**config.mk**
```make
export PLATFORM = sky130hd
export DESIGN_NAME = ctu_charge_time_unit
export DESIGN_NICKNAME = d
export VERILOG_FILES = /design/src/common/ctu_pkg.sv /design/src/rtl/ctu_charge_time_unit.sv /design/src/rtl/ctu_edge_seq.sv
export SDC_FILE = /design/constraint.sdc
export NUM_CORES = 1
export LEC_CHECK = 0
export CORE_MARGIN = 5
export CORE_UTILIZATION = 50
export CTS_BUF_LIST = sky130_fd_sc_hd__clkbuf_2 sky130_fd_sc_hd__clkbuf_4 sky130_fd_sc_hd__clkbuf_8
export DETAILED_ROUTE_END_ITERATION = 10
export DONT_BUFFER_PORTS = 1
export PLACE_DENSITY = 0.69
export SETUP_SLACK_MARGIN = 0.2
export SLEW_MARGIN = 30
export SYNTH_ARGS = -nofsm -noshare
export SYNTH_HDL_FRONTEND = slang
export SYNTH_SLANG_ARGS = --single-unit
```
**constraint.sdc**
```tcl
create_clock -name clk_i -period 1.6 [get_ports clk_i]
set_clock_uncertainty 0.05 [all_clocks]
set_input_delay 0.16 -clock clk_i [delete_from_list [all_inputs] [get_ports clk_i]]
set_output_delay 0.16 -clock clk_i [all_outputs]
set_load 0.05 [all_outputs]
```
**src/common/ctu_pkg.sv**
```systemverilog
package ctu_pkg;

    // ************************************************************
    // Register map
    // ************************************************************
    localparam int ADDR_W = 8;
    localparam logic [ADDR_W-1:0] CTRL_OFS = 8'h00;
    localparam logic [ADDR_W-1:0] STAT_OFS = 8'h04;

    // ************************************************************
    // Control register fields
    // ************************************************************
    localparam int UNIT_EN_BIT = 15;
    localparam int IDLE_STOP_BIT = 13;
    localparam int DELAY_GEN_BIT = 12;
    localparam int HW_EDGE_BIT = 11;
    localparam int EDGE_ORDER_BIT = 10;
    localparam int SRC_GND_BIT = 9;
    localparam int CONV_TRIG_BIT = 8;
    localparam logic [15:0] CTRL_IMPL_MASK = 16'hBF00;
    localparam logic [15:0] CTRL_RST = 16'h0000;

    // ************************************************************
    // Edge status fields
    // ************************************************************
    localparam int EDGE1_BIT = 0;
    localparam int EDGE2_BIT = 1;
    localparam logic [1:0] FLAGS_RST = 2'h0;

    typedef struct packed {
        logic unit_enable;
        logic idle_stop;
        logic delay_generation_enable;
        logic hardware_edge_enable;
        logic edge_order_enable;
        logic source_ground_enable;
        logic conversion_trigger_enable;
    } ctu_ctrl_type;

    localparam ctu_ctrl_type CTRL_STRUCT_RST = '{default: 1'b0};

endpackage

```
**src/rtl/ctu_charge_time_unit.sv**
```systemverilog
// Our own choices: register access over Wishbone and the placing of the registers.
`timescale 1ns/1ps
`default_nettype none
// Behaviour
// - Unit works only while control bit 15 is set, except the bit 9 ground control and software clearing of edge flags, which act at all times.
// - With bit 13 set the unit halts while the device idles.
// - Bit 12 turns edge delay generation on and off.
// - Bit 11 picks hardware edges; clear means software writes edge flags.
// - Bit 10 makes edge 2 wait until edge 1 has occurred.
// - Bit 9 grounds the current source output.
// - Bit 8 lets edge 2 trigger an ADC conversion; clear never triggers.
// - Bit 14 and bits 7-0 ignore writes and read zero.
// - Hold capacitor discharge only through the ground control.
module ctu_charge_time_unit
    import ctu_pkg::*;
(
    // Clock and reset
    input wire logic clk_i,
    input wire logic rst_i,
    // Wishbone slave
    input wire logic wb_cyc_i,
    input wire logic wb_stb_i,
    input wire logic wb_we_i,
    input wire logic [ADDR_W-1:0] wb_adr_i,
    input wire logic [3:0] wb_sel_i,
    input wire logic [31:0] wb_dat_i,
    output logic [31:0] wb_dat_o,
    output logic wb_ack_o,
    // Device state and edge sources
    input wire logic idle_mode_i,
    input wire logic hw_edge1_i,
    input wire logic hw_edge2_i,
    // Analog and ADC controls
    output logic unit_active_o,
    output logic delay_gen_o,
    output logic current_on_o,
    output logic source_ground_o,
    output logic adc_trigger_o,
    output logic [1:0] edge_flags_o
);

    ctu_ctrl_type ctrl_ff;
    logic ack_ff;
    logic [31:0] dat_ff;
    logic active_ff;
    logic delay_ff;
    logic current_ff;
    logic ground_ff;
    logic trig_ff;
    logic req;
    logic wr_ctrl;
    logic wr_stat;
    logic active;
    logic [15:0] ctrl_word;
    logic [1:0] flags;
    logic take2;
    logic [31:0] nxt_dat;

    // ************************************************************
    // Bus decode
    // ************************************************************
    assign req = wb_cyc_i && wb_stb_i && !ack_ff;
    assign wr_ctrl = req && wb_we_i && (wb_adr_i == CTRL_OFS) && wb_sel_i[1];
    assign wr_stat = req && wb_we_i && (wb_adr_i == STAT_OFS) && wb_sel_i[0];

    always_comb begin
        ctrl_word = 16'h0000;
        ctrl_word[UNIT_EN_BIT] = ctrl_ff.unit_enable;
        ctrl_word[IDLE_STOP_BIT] = ctrl_ff.idle_stop;
        ctrl_word[DELAY_GEN_BIT] = ctrl_ff.delay_generation_enable;
        ctrl_word[HW_EDGE_BIT] = ctrl_ff.hardware_edge_enable;
        ctrl_word[EDGE_ORDER_BIT] = ctrl_ff.edge_order_enable;
        ctrl_word[SRC_GND_BIT] = ctrl_ff.source_ground_enable;
        ctrl_word[CONV_TRIG_BIT] = ctrl_ff.conversion_trigger_enable;
        nxt_dat = 32'h0000_0000;
        if (wb_adr_i == CTRL_OFS) begin
            nxt_dat = {16'h0000, ctrl_word & CTRL_IMPL_MASK};
        end else if (wb_adr_i == STAT_OFS) begin
            nxt_dat = {30'h0000_0000, flags};
        end
    end

    always_ff @(posedge clk_i) begin
        if (rst_i) begin
            ack_ff <= 1'b0;
            dat_ff <= 32'h0000_0000;
        end else begin
            ack_ff <= req;
            if (req && !wb_we_i) begin
                dat_ff <= nxt_dat;
            end
        end
    end

    // ************************************************************
    // Control register
    // ************************************************************
    always_ff @(posedge clk_i) begin
        if (rst_i) begin
            ctrl_ff <= CTRL_STRUCT_RST;
        end else if (wr_ctrl) begin
            // Only the upper lane holds implemented bits
            ctrl_ff.unit_enable <= wb_dat_i[UNIT_EN_BIT];
            ctrl_ff.idle_stop <= wb_dat_i[IDLE_STOP_BIT];
            ctrl_ff.delay_generation_enable <= wb_dat_i[DELAY_GEN_BIT];
            ctrl_ff.hardware_edge_enable <= wb_dat_i[HW_EDGE_BIT];
            ctrl_ff.edge_order_enable <= wb_dat_i[EDGE_ORDER_BIT];
            ctrl_ff.source_ground_enable <= wb_dat_i[SRC_GND_BIT];
            ctrl_ff.conversion_trigger_enable <= wb_dat_i[CONV_TRIG_BIT];
        end
    end

    // ************************************************************
    // Run control and edge logic
    // ************************************************************
    assign active = ctrl_ff.unit_enable && !(ctrl_ff.idle_stop && idle_mode_i);

    ctu_edge_seq u_edge_seq (
        .clk_i(clk_i),
        .rst_i(rst_i),
        .active_i(active),
        .hw_en_i(ctrl_ff.hardware_edge_enable),
        .order_en_i(ctrl_ff.edge_order_enable),
        .hw_edge1_i(hw_edge1_i),
        .hw_edge2_i(hw_edge2_i),
        .sw_wr_i(wr_stat),
        .sw_data_i(wb_dat_i[1:0]),
        .flags_o(flags),
        .edge2_take_o(take2)
    );

    always_ff @(posedge clk_i) begin
        if (rst_i) begin
            active_ff <= 1'b0;
            delay_ff <= 1'b0;
            current_ff <= 1'b0;
        end else begin
            active_ff <= active;
            delay_ff <= active && ctrl_ff.delay_generation_enable;
            current_ff <= active && flags[EDGE1_BIT] && !flags[EDGE2_BIT];
        end
    end

    // Grounding has no automatic path; it follows the bit alone
    always_ff @(posedge clk_i) begin
        if (rst_i) begin
            ground_ff <= 1'b0;
        end else begin
            ground_ff <= ctrl_ff.source_ground_enable;
        end
    end

    always_ff @(posedge clk_i) begin
        if (rst_i) begin
            trig_ff <= 1'b0;
        end else begin
            trig_ff <= take2 && ctrl_ff.conversion_trigger_enable;
        end
    end

    assign wb_ack_o = ack_ff;
    assign wb_dat_o = dat_ff;
    assign unit_active_o = active_ff;
    assign delay_gen_o = delay_ff;
    assign current_on_o = current_ff;
    assign source_ground_o = ground_ff;
    assign adc_trigger_o = trig_ff;
    assign edge_flags_o = flags;

    // ************************************************************
    // Assertions
    // ************************************************************
    a_enable_gates_active: assert property (@(posedge clk_i) disable iff (rst_i)
        !ctrl_ff.unit_enable |=> !unit_active_o)
        else $error("Unit active while disabled");

    a_flags_hold_disabled: assert property (@(posedge clk_i) disable iff (rst_i)
        (!ctrl_ff.unit_enable && !wr_stat) |=> ($past(flags) == flags))
        else $error("Edge flag set while disabled");

    a_idle_stop_halts: assert property (@(posedge clk_i) disable iff (rst_i)
        (ctrl_ff.unit_enable && ctrl_ff.idle_stop && idle_mode_i) |=> !unit_active_o)
        else $error("Unit kept running in idle with stop set");

    a_idle_keeps_running: assert property (@(posedge clk_i) disable iff (rst_i)
        (ctrl_ff.unit_enable && !ctrl_ff.idle_stop) |=> unit_active_o)
        else $error("Unit halted without idle stop");

    a_delay_follows_bit: assert property (@(posedge clk_i) disable iff (rst_i)
        active |=> (delay_gen_o == $past(ctrl_ff.delay_generation_enable)))
        else $error("Delay generation does not follow its bit");

    a_sw_edge_sets_flag: assert property (@(posedge clk_i) disable iff (rst_i)
        (active && !ctrl_ff.hardware_edge_enable && wr_stat && wb_dat_i[EDGE1_BIT])
        |=> flags[EDGE1_BIT])
        else $error("Software edge 1 not recorded");

    a_hw_mode_no_sw_set: assert property (@(posedge clk_i) disable iff (rst_i)
        (ctrl_ff.hardware_edge_enable && !flags[EDGE1_BIT] && !hw_edge1_i)
        |=> !flags[EDGE1_BIT])
        else $error("Edge 1 set without hardware edge");

    a_order_blocks_edge2: assert property (@(posedge clk_i) disable iff (rst_i)
        (ctrl_ff.edge_order_enable && $past(ctrl_ff.edge_order_enable) && !flags[EDGE1_BIT]
        && !$past(flags[EDGE1_BIT])) |-> !take2)
        else $error("Edge 2 taken before edge 1");

    a_ground_follows_bit: assert property (@(posedge clk_i) disable iff (rst_i)
        ##1 (source_ground_o == $past(ctrl_ff.source_ground_enable)))
        else $error("Ground output does not follow its bit");

    a_trigger_needs_bit: assert property (@(posedge clk_i) disable iff (rst_i)
        adc_trigger_o |-> ($past(take2) && $past(ctrl_ff.conversion_trigger_enable)))
        else $error("ADC trigger without cause");

    a_trigger_on_edge2: assert property (@(posedge clk_i) disable iff (rst_i)
        (take2 && ctrl_ff.conversion_trigger_enable) |=> adc_trigger_o)
        else $error("ADC trigger missing after edge 2");

    a_unimpl_read_zero: assert property (@(posedge clk_i) disable iff (rst_i)
        (req && !wb_we_i && wb_adr_i == CTRL_OFS) |=> (wb_dat_o[31:0] & ~{16'h0000,
        CTRL_IMPL_MASK}) == 32'h0000_0000)
        else $error("Unimplemented control bits read nonzero");

    a_reset_clears_ctrl: assert property (@(posedge clk_i)
        rst_i |=> (ctrl_ff == CTRL_STRUCT_RST && !adc_trigger_o))
        else $error("Control bits not cleared by reset");

endmodule // ctu_charge_time_unit
`default_nettype wire

```
**src/rtl/ctu_edge_seq.sv**
```systemverilog
`timescale 1ns/1ps
`default_nettype none
module ctu_edge_seq
    import ctu_pkg::*;
(
    // Clock and reset
    input wire logic clk_i,
    input wire logic rst_i,
    // Control
    input wire logic active_i,
    input wire logic hw_en_i,
    input wire logic order_en_i,
    // Edge sources
    input wire logic hw_edge1_i,
    input wire logic hw_edge2_i,
    input wire logic sw_wr_i,
    input wire logic [1:0] sw_data_i,
    // Results
    output logic [1:0] flags_o,
    output logic edge2_take_o
);

    logic [1:0] hw_prev_ff;
    logic [1:0] flags_ff;
    logic take2_ff;
    logic [1:0] hw_rise;
    logic [1:0] ev;
    logic [1:0] nxt_flags;

    // ************************************************************
    // Event selection
    // ************************************************************
    always_comb begin
        hw_rise = {hw_edge2_i, hw_edge1_i} & ~hw_prev_ff;
        if (hw_en_i) begin
            ev = hw_rise;
        end else begin
            ev = {2{sw_wr_i}} & sw_data_i & ~flags_ff;
        end
        ev = ev & {2{active_i}};
        if (order_en_i && !flags_ff[EDGE1_BIT] && !ev[EDGE1_BIT]) begin
            ev[EDGE2_BIT] = 1'b0;
        end
        // Hardware set wins over a software clear
        nxt_flags = ev | (flags_ff & ~({2{sw_wr_i}} & ~sw_data_i));
    end

    always_ff @(posedge clk_i) begin
        if (rst_i) begin
            hw_prev_ff <= 2'h0;
        end else begin
            hw_prev_ff <= {hw_edge2_i, hw_edge1_i};
        end
    end

    always_ff @(posedge clk_i) begin
        if (rst_i) begin
            flags_ff <= FLAGS_RST;
            take2_ff <= 1'b0;
        end else begin
            flags_ff <= nxt_flags;
            take2_ff <= ev[EDGE2_BIT];
        end
    end

    assign flags_o = flags_ff;
    assign edge2_take_o = take2_ff;

endmodule // ctu_edge_seq
`default_nettype wire

```
## Word-level counts from Yosys, hierarchy flattened

Index checks and enable logic that the tools add are counted.

- Bitwise gates (word level): 11
- Order comparisons: 0
- Div/mod/pow operators: 0
- Equal/unequal tests: 1
- Reductions and logical operators: 23
- Multiply operators: 0
- Shift operators: 0
- Mux-type cells: 4
- $add $sub $neg: 0

Operators with widths:

| operator | count |
|---|---|
| 32-bit two-way mux | 1 |
| 1-bit logical AND | 16 |
| 2-bit bitwise AND | 6 |
| 8-bit by 3-bit == test with 1-bit output, second input constant | 1 |
| 8-bit zero test | 1 |
| 2-bit NOT | 4 |
| 1-bit zero test | 6 |
| 2-bit two-way mux | 2 |
| 2-bit OR | 1 |
| 1-bit two-way mux | 1 |

- ROM bits: 0
- Memories kept: 0
- Register bits after elaboration: 50
- Bits in latches: 0
- Logic and storage cells: 56
- Memory bits (writable): 0
- Bits of input ports: 52

## Longest topological paths before layout

- Depth after elaboration: 13
- Depth in mapped cells: 6
- Gate-level depth less buffers: 5

## Modules after synthesis

Synthesis repeated with hierarchy kept, for this count alone.

- Cells, all modules: 130
- Area, all modules: 1305.0 µm²

By module, submodules not included:

| module | cells an instance | area each (µm²) | instances | sequential area each (µm²) |
|---|---|---|---|---|
| ctu_charge_time_unit | 109 | 1071.0 | 1 | 440.4 |
| ctu_edge_seq | 21 | 234.0 | 1 | 100.1 |

## Worst setup path before layout

No wires, ideal clock.

- Path type: register -> register
- From: register ack_ff, in the netlist wb_ack_o
- To: register ctrl_ff[0] in the netlist's numbering
- Slack: -48 ps
- Arrival time: 1471 ps
- Setup time: 128 ps
- Stages on the path, launching flop included: 6
- Data required time: 1422 ps
- Cell sequence: dfxtp_1 > and4b_1 > nand2_1 > nor3_4 > mux2i_1 > nor2_1

- Cells in the longest elaborated chain, start to end: 5

RTL lines:

| item | line | RTL |
|---|---|---|
| start, declared | ctu_charge_time_unit.sv:43 | `logic ack_ff;` |
| start signal, assigned | ctu_charge_time_unit.sv:88 | `ack_ff <= req;` |
| 1-bit zero test | ctu_charge_time_unit.sv:62 | `assign req = wb_cyc_i && wb_stb_i && !ack_ff;` |
| 1-bit logical AND | ctu_charge_time_unit.sv:62 |  |
| 1-bit logical AND (3 in series) | ctu_charge_time_unit.sv:63 | `assign wr_ctrl = req && wb_we_i && (wb_adr_i == CTRL_OFS) && wb_sel_i[1];` |
| end, declared | ctu_charge_time_unit.sv:42 | `ctu_ctrl_type ctrl_ff;` |

Every way passes these cells.
A chain may end at the register's enable or synchronous reset.

## Worst setup path in the final report

- From: register ctrl_ff[6] in the netlist's numbering
- To: register u_edge_seq.flags_ff[1], in the netlist u_edge_seq.flags_o[1]

- Cells in the longest elaborated chain, start to end: 6

RTL lines:

| item | line | RTL |
|---|---|---|
| 1-bit logical AND * | ctu_charge_time_unit.sv:116 | `assign active = ctrl_ff.unit_enable && !(ctrl_ff.idle_stop && idle_mode_i);` |
| 2-bit bitwise AND * | ctu_edge_seq.sv:40 | `ev = ev & {2{active_i}};` |
| 1-bit zero test | ctu_edge_seq.sv:41 | `if (order_en_i && !flags_ff[EDGE1_BIT] && !ev[EDGE1_BIT]) begin` |
| 1-bit logical AND | ctu_edge_seq.sv:41 |  |
| 1-bit two-way mux * | ctu_edge_seq.sv:41 |  |
| 2-bit OR * | ctu_edge_seq.sv:45 | `nxt_flags = ev \| (flags_ff & ~({2{sw_wr_i}} & ~sw_data_i));` |
| end signal, assigned | ctu_edge_seq.sv:61 | `flags_ff <= nxt_flags;` |
| end, declared | ctu_edge_seq.sv:24 | `logic [1:0] flags_ff;` |

Mark *: on every way between the ends. The rest lies on a longest branch, timed or not.

==> flow_summary.json <==
{
  "slew_headroom_pct": 46.0,
  "synth_mux_area_share_pct": 5.76,
  "syn2layout_area_growth_pct": 34.0,
  "worst_slack_ns": 0.0614,
  "tightest_slew_ns": 0.808,
  "die_h_um": 59.3,
  "die_w_um": 59.3,
  "clock-root-buffer": "clkbuf_4",
  "hp-class": "in2reg",
  "cts_tree": "yes",
  "start_kind": "flip-flop",
  "dieArea_sq_um": 3520,
  "crit_type": "reg2reg",
  "hold_violations": 1,
  "layout-drive-gt1-share_pct": 33.1,
  "synth_cells": 129,
  "clock.fmax_mhz": 650,
  "yosysTopAreaCellShare_pct": 44.4,
  "synth_area_leader_cell": "dfxtp_1",
  "outcome": "finished, violations left",
  "dp_hpwl_um": 1980,
  "first_pass_iters": 4,
  "hold_ws_ns": -0.00390,
  "track_usage_pct": 15.6,
  "dpl_cell_area_sq_um": 1290,
  "n_fill_cell": 176,
  "p_leak_nw": 0.652,
  "grt_max_degree": 24,
  "fin_nets": 219,
  "fin_area_sq_um": 1630,
  "required_ns": 1.83,
  "ant_nets": 0,
  "clockBufferDepth": 2,
  "gp_congestion": 0.769,
  "netlist_area_sq_um": 1220,
  "drt-initial-drc-count": 21,
  "yosysMostFrequentCell": "dfxtp_1",
  "final_max_slew_viol_count": 0,
  "ys_ff_latch": 27,
  "pin_count": 92,
  "antenna_found_initial": 0,
  "clkLatencyLatePin_ns": 0.33,
  "vias_per_cell": 5.05,
  "path_clk_slew_ns": 0.15,
  "final-setup-viol-count": 0,
  "htreeDepth": 1,
  "synthArstFlopShare_pct": 0,
  "synth_edf_count": 0,
  "wl_per_cell_um": 14.2,
  "final_cells": 194,
  "synthAdderAreaFrac_pct": 0,
  "synth_area_leaders": "dfxtp_1, buf_4, mux2i_1",
  "grt_pass1_wl_um": 4080,
  "maxCapViolations": 0,
  "yosys_warnings": 0,
  "vias": 979,
  "ys_seq_area_share_pct": 44.4,
  "post-route-util_pct": 71.6,
  "rows": 17,
  "start_util_pct": 53.4,
  "synth-simple-area-share_pct": 20.8,
  "violations": "negative hold slack",
  "crit_fanout": 4,
  "portBuffers": 0,
  "synth_cell_types": 33,
  "cp-end-kind": "flip-flop",
  "synth_common_cells": "dfxtp_1, buf_4, nor2_1",
  "synth-xor-area-share_pct": 0,
  "dp_cells": 167,
  "drc": 0,
  "place_ws_ns": 0.0451,
  "power.density_nw_per_um2": 721,
  "synth_area_per_cell_sq_um": 9.43,
  "totalWireLength_um": 2750,
  "core-area_sq_um": 2280,
  "irDropWorstVdd_mv": 0.625,
  "rsz0062_at_grt": "true",
  "synth_flop_cell": "dfxtp_1",
  "cts.sinks": 27,
  "cts_buffers": 3,
  "fin_crit_ns": 1.54,
  "period_share_pct": 96.2,
  "synth-compound-area-share_pct": 12.2,
  "grt_pass1_vias": 927,
  "synth_top_family_by_area": "simple AND/OR/NAND/NOR gates",
  "n_antenna_cell": 0,
  "crit_arrival_ns": 1.77,
  "overflow": 0
}
state kept, by name (all words and copies together), names as in the netlist:
| register | cells |
|---|---|
| adc_trigger_o | 1 |
| ctrl_ff | 7 |
| current_on_o | 1 |
| delay_gen_o | 1 |
| source_ground_o | 1 |
| u_edge_seq.edge2_take_o | 1 |
| u_edge_seq.flags_o | 2 |
| u_edge_seq.hw_prev_ff | 2 |
| unit_active_o | 1 |
| wb_ack_o | 1 |
| wb_dat_o | 9 |
layer usage:
metal / wire length (um) / share of wire, % / track usage (%) / up-vias
li1: - / - / - / 469
met1: 1070 / 39 / 16.5 / 461
met2: 1380 / 50 / 28.4 / 45
met3: 268 / 9.8 / 3.49 / 4
met4: 33 / 1.2 / 8.41 / 0
met5: 0 / 0 / 0 / -
cells by family (layout without fill, tap and decap cells):
| logic type | count (synthesis) | count (layout) |
|---|---|---|
| multiplexers | 7 | 7 |
| AND/OR/NAND/NOR | 45 | 45 |
| buffers and inverters | 30 | 45 |
| AO/OA/AOI/OAI | 19 | 19 |
| flip-flops | 27 | 27 |
| other | 1 | 23 |
critical path, cell delays in order (launching register included):
cell       delay [ns]
dfxtp_2          0.35
a21boi_4         0.22
o2111ai_2        0.18
a221oi_4         0.30
a21boi_2         0.23
o32a_1           0.16
cell usage in the layout, fill, tap and decap left out, types with 2 or more instances in the layout:
cell type	Yosys	routed
a22oi_2	0	7
dlygate4sd3_1	0	13
nor3_1	2	2
dfxtp_2	0	4
nand3_1	3	2
nand2_2	1	2
buf_12	0	2
inv_1	4	4
buf_6	0	3
conb_1	1	23
nand3b_1	2	2
mux2i_1	7	7
buf_4	23	19
nor3_4	1	2
dfxtp_1	27	22
clkbuf_4	0	3
nor2b_1	5	4
nand2_1	5	4
nor2_1	18	18
a21oi_1	3	3
through the flow:
step	setup TNS (ns)	power, mW	hold WS, ns
4_1_cts	0	1.17	-0.0116
2_1_floorplan	0	0.878	0.182
6_report	0	1.17	-0.00390
5_1_grt	-0.0177	1.21	0.00128
3_5_place_dp	0	0.833	0.177
3_3_place_gp	0	0.832	0.176
power by group:
group	internal, mW	switching, mW	total, mW
Clock	0.0977	0.210	0.308
Sequential	0.675	0.00134	0.677
Combinational	0.0390	0.151	0.190
final timing paths:
| path | startpoint | end | slack, ns | depth (start not counted) |
|---|---|---|---|---|
| worst max-delay path | ctrl_ff[6] | u_edge_seq.flags_o[1] | 0.06 | 5 |
| worst min-delay path | idle_mode_i | u_edge_seq.flags_o[0] | -0.004 | 3 |
| worst max register to register | ctrl_ff[6] | u_edge_seq.flags_o[1] | 0.06 | 5 |
| worst min register to register | u_edge_seq.edge2_take_o | adc_trigger_o | 0.39 | 2 |
area by class of cell:
cell class / count / area [sq um] / share of cell area [%]
timing repair buffer: 37 / 347 / 21.3
clock inverter: 1 / 6.26 / 0.384
tap: 28 / 35.0 / 2.15
sequential: 27 / 549 / 33.7
inverter: 4 / 15.0 / 0.922
multi-input combinational: 94 / 654 / 40.2
clock buffer: 3 / 22.5 / 1.38
what timing repair did:
action	CTS	global route
hold endpoints to repair	23	1
gates resized for setup	6	17
setup endpoints to repair	16	17
hold buffers	12	1
buffers inserted	7	3
pin swaps	4	3
Note: power is estimated with default switching activity, not from simulation.
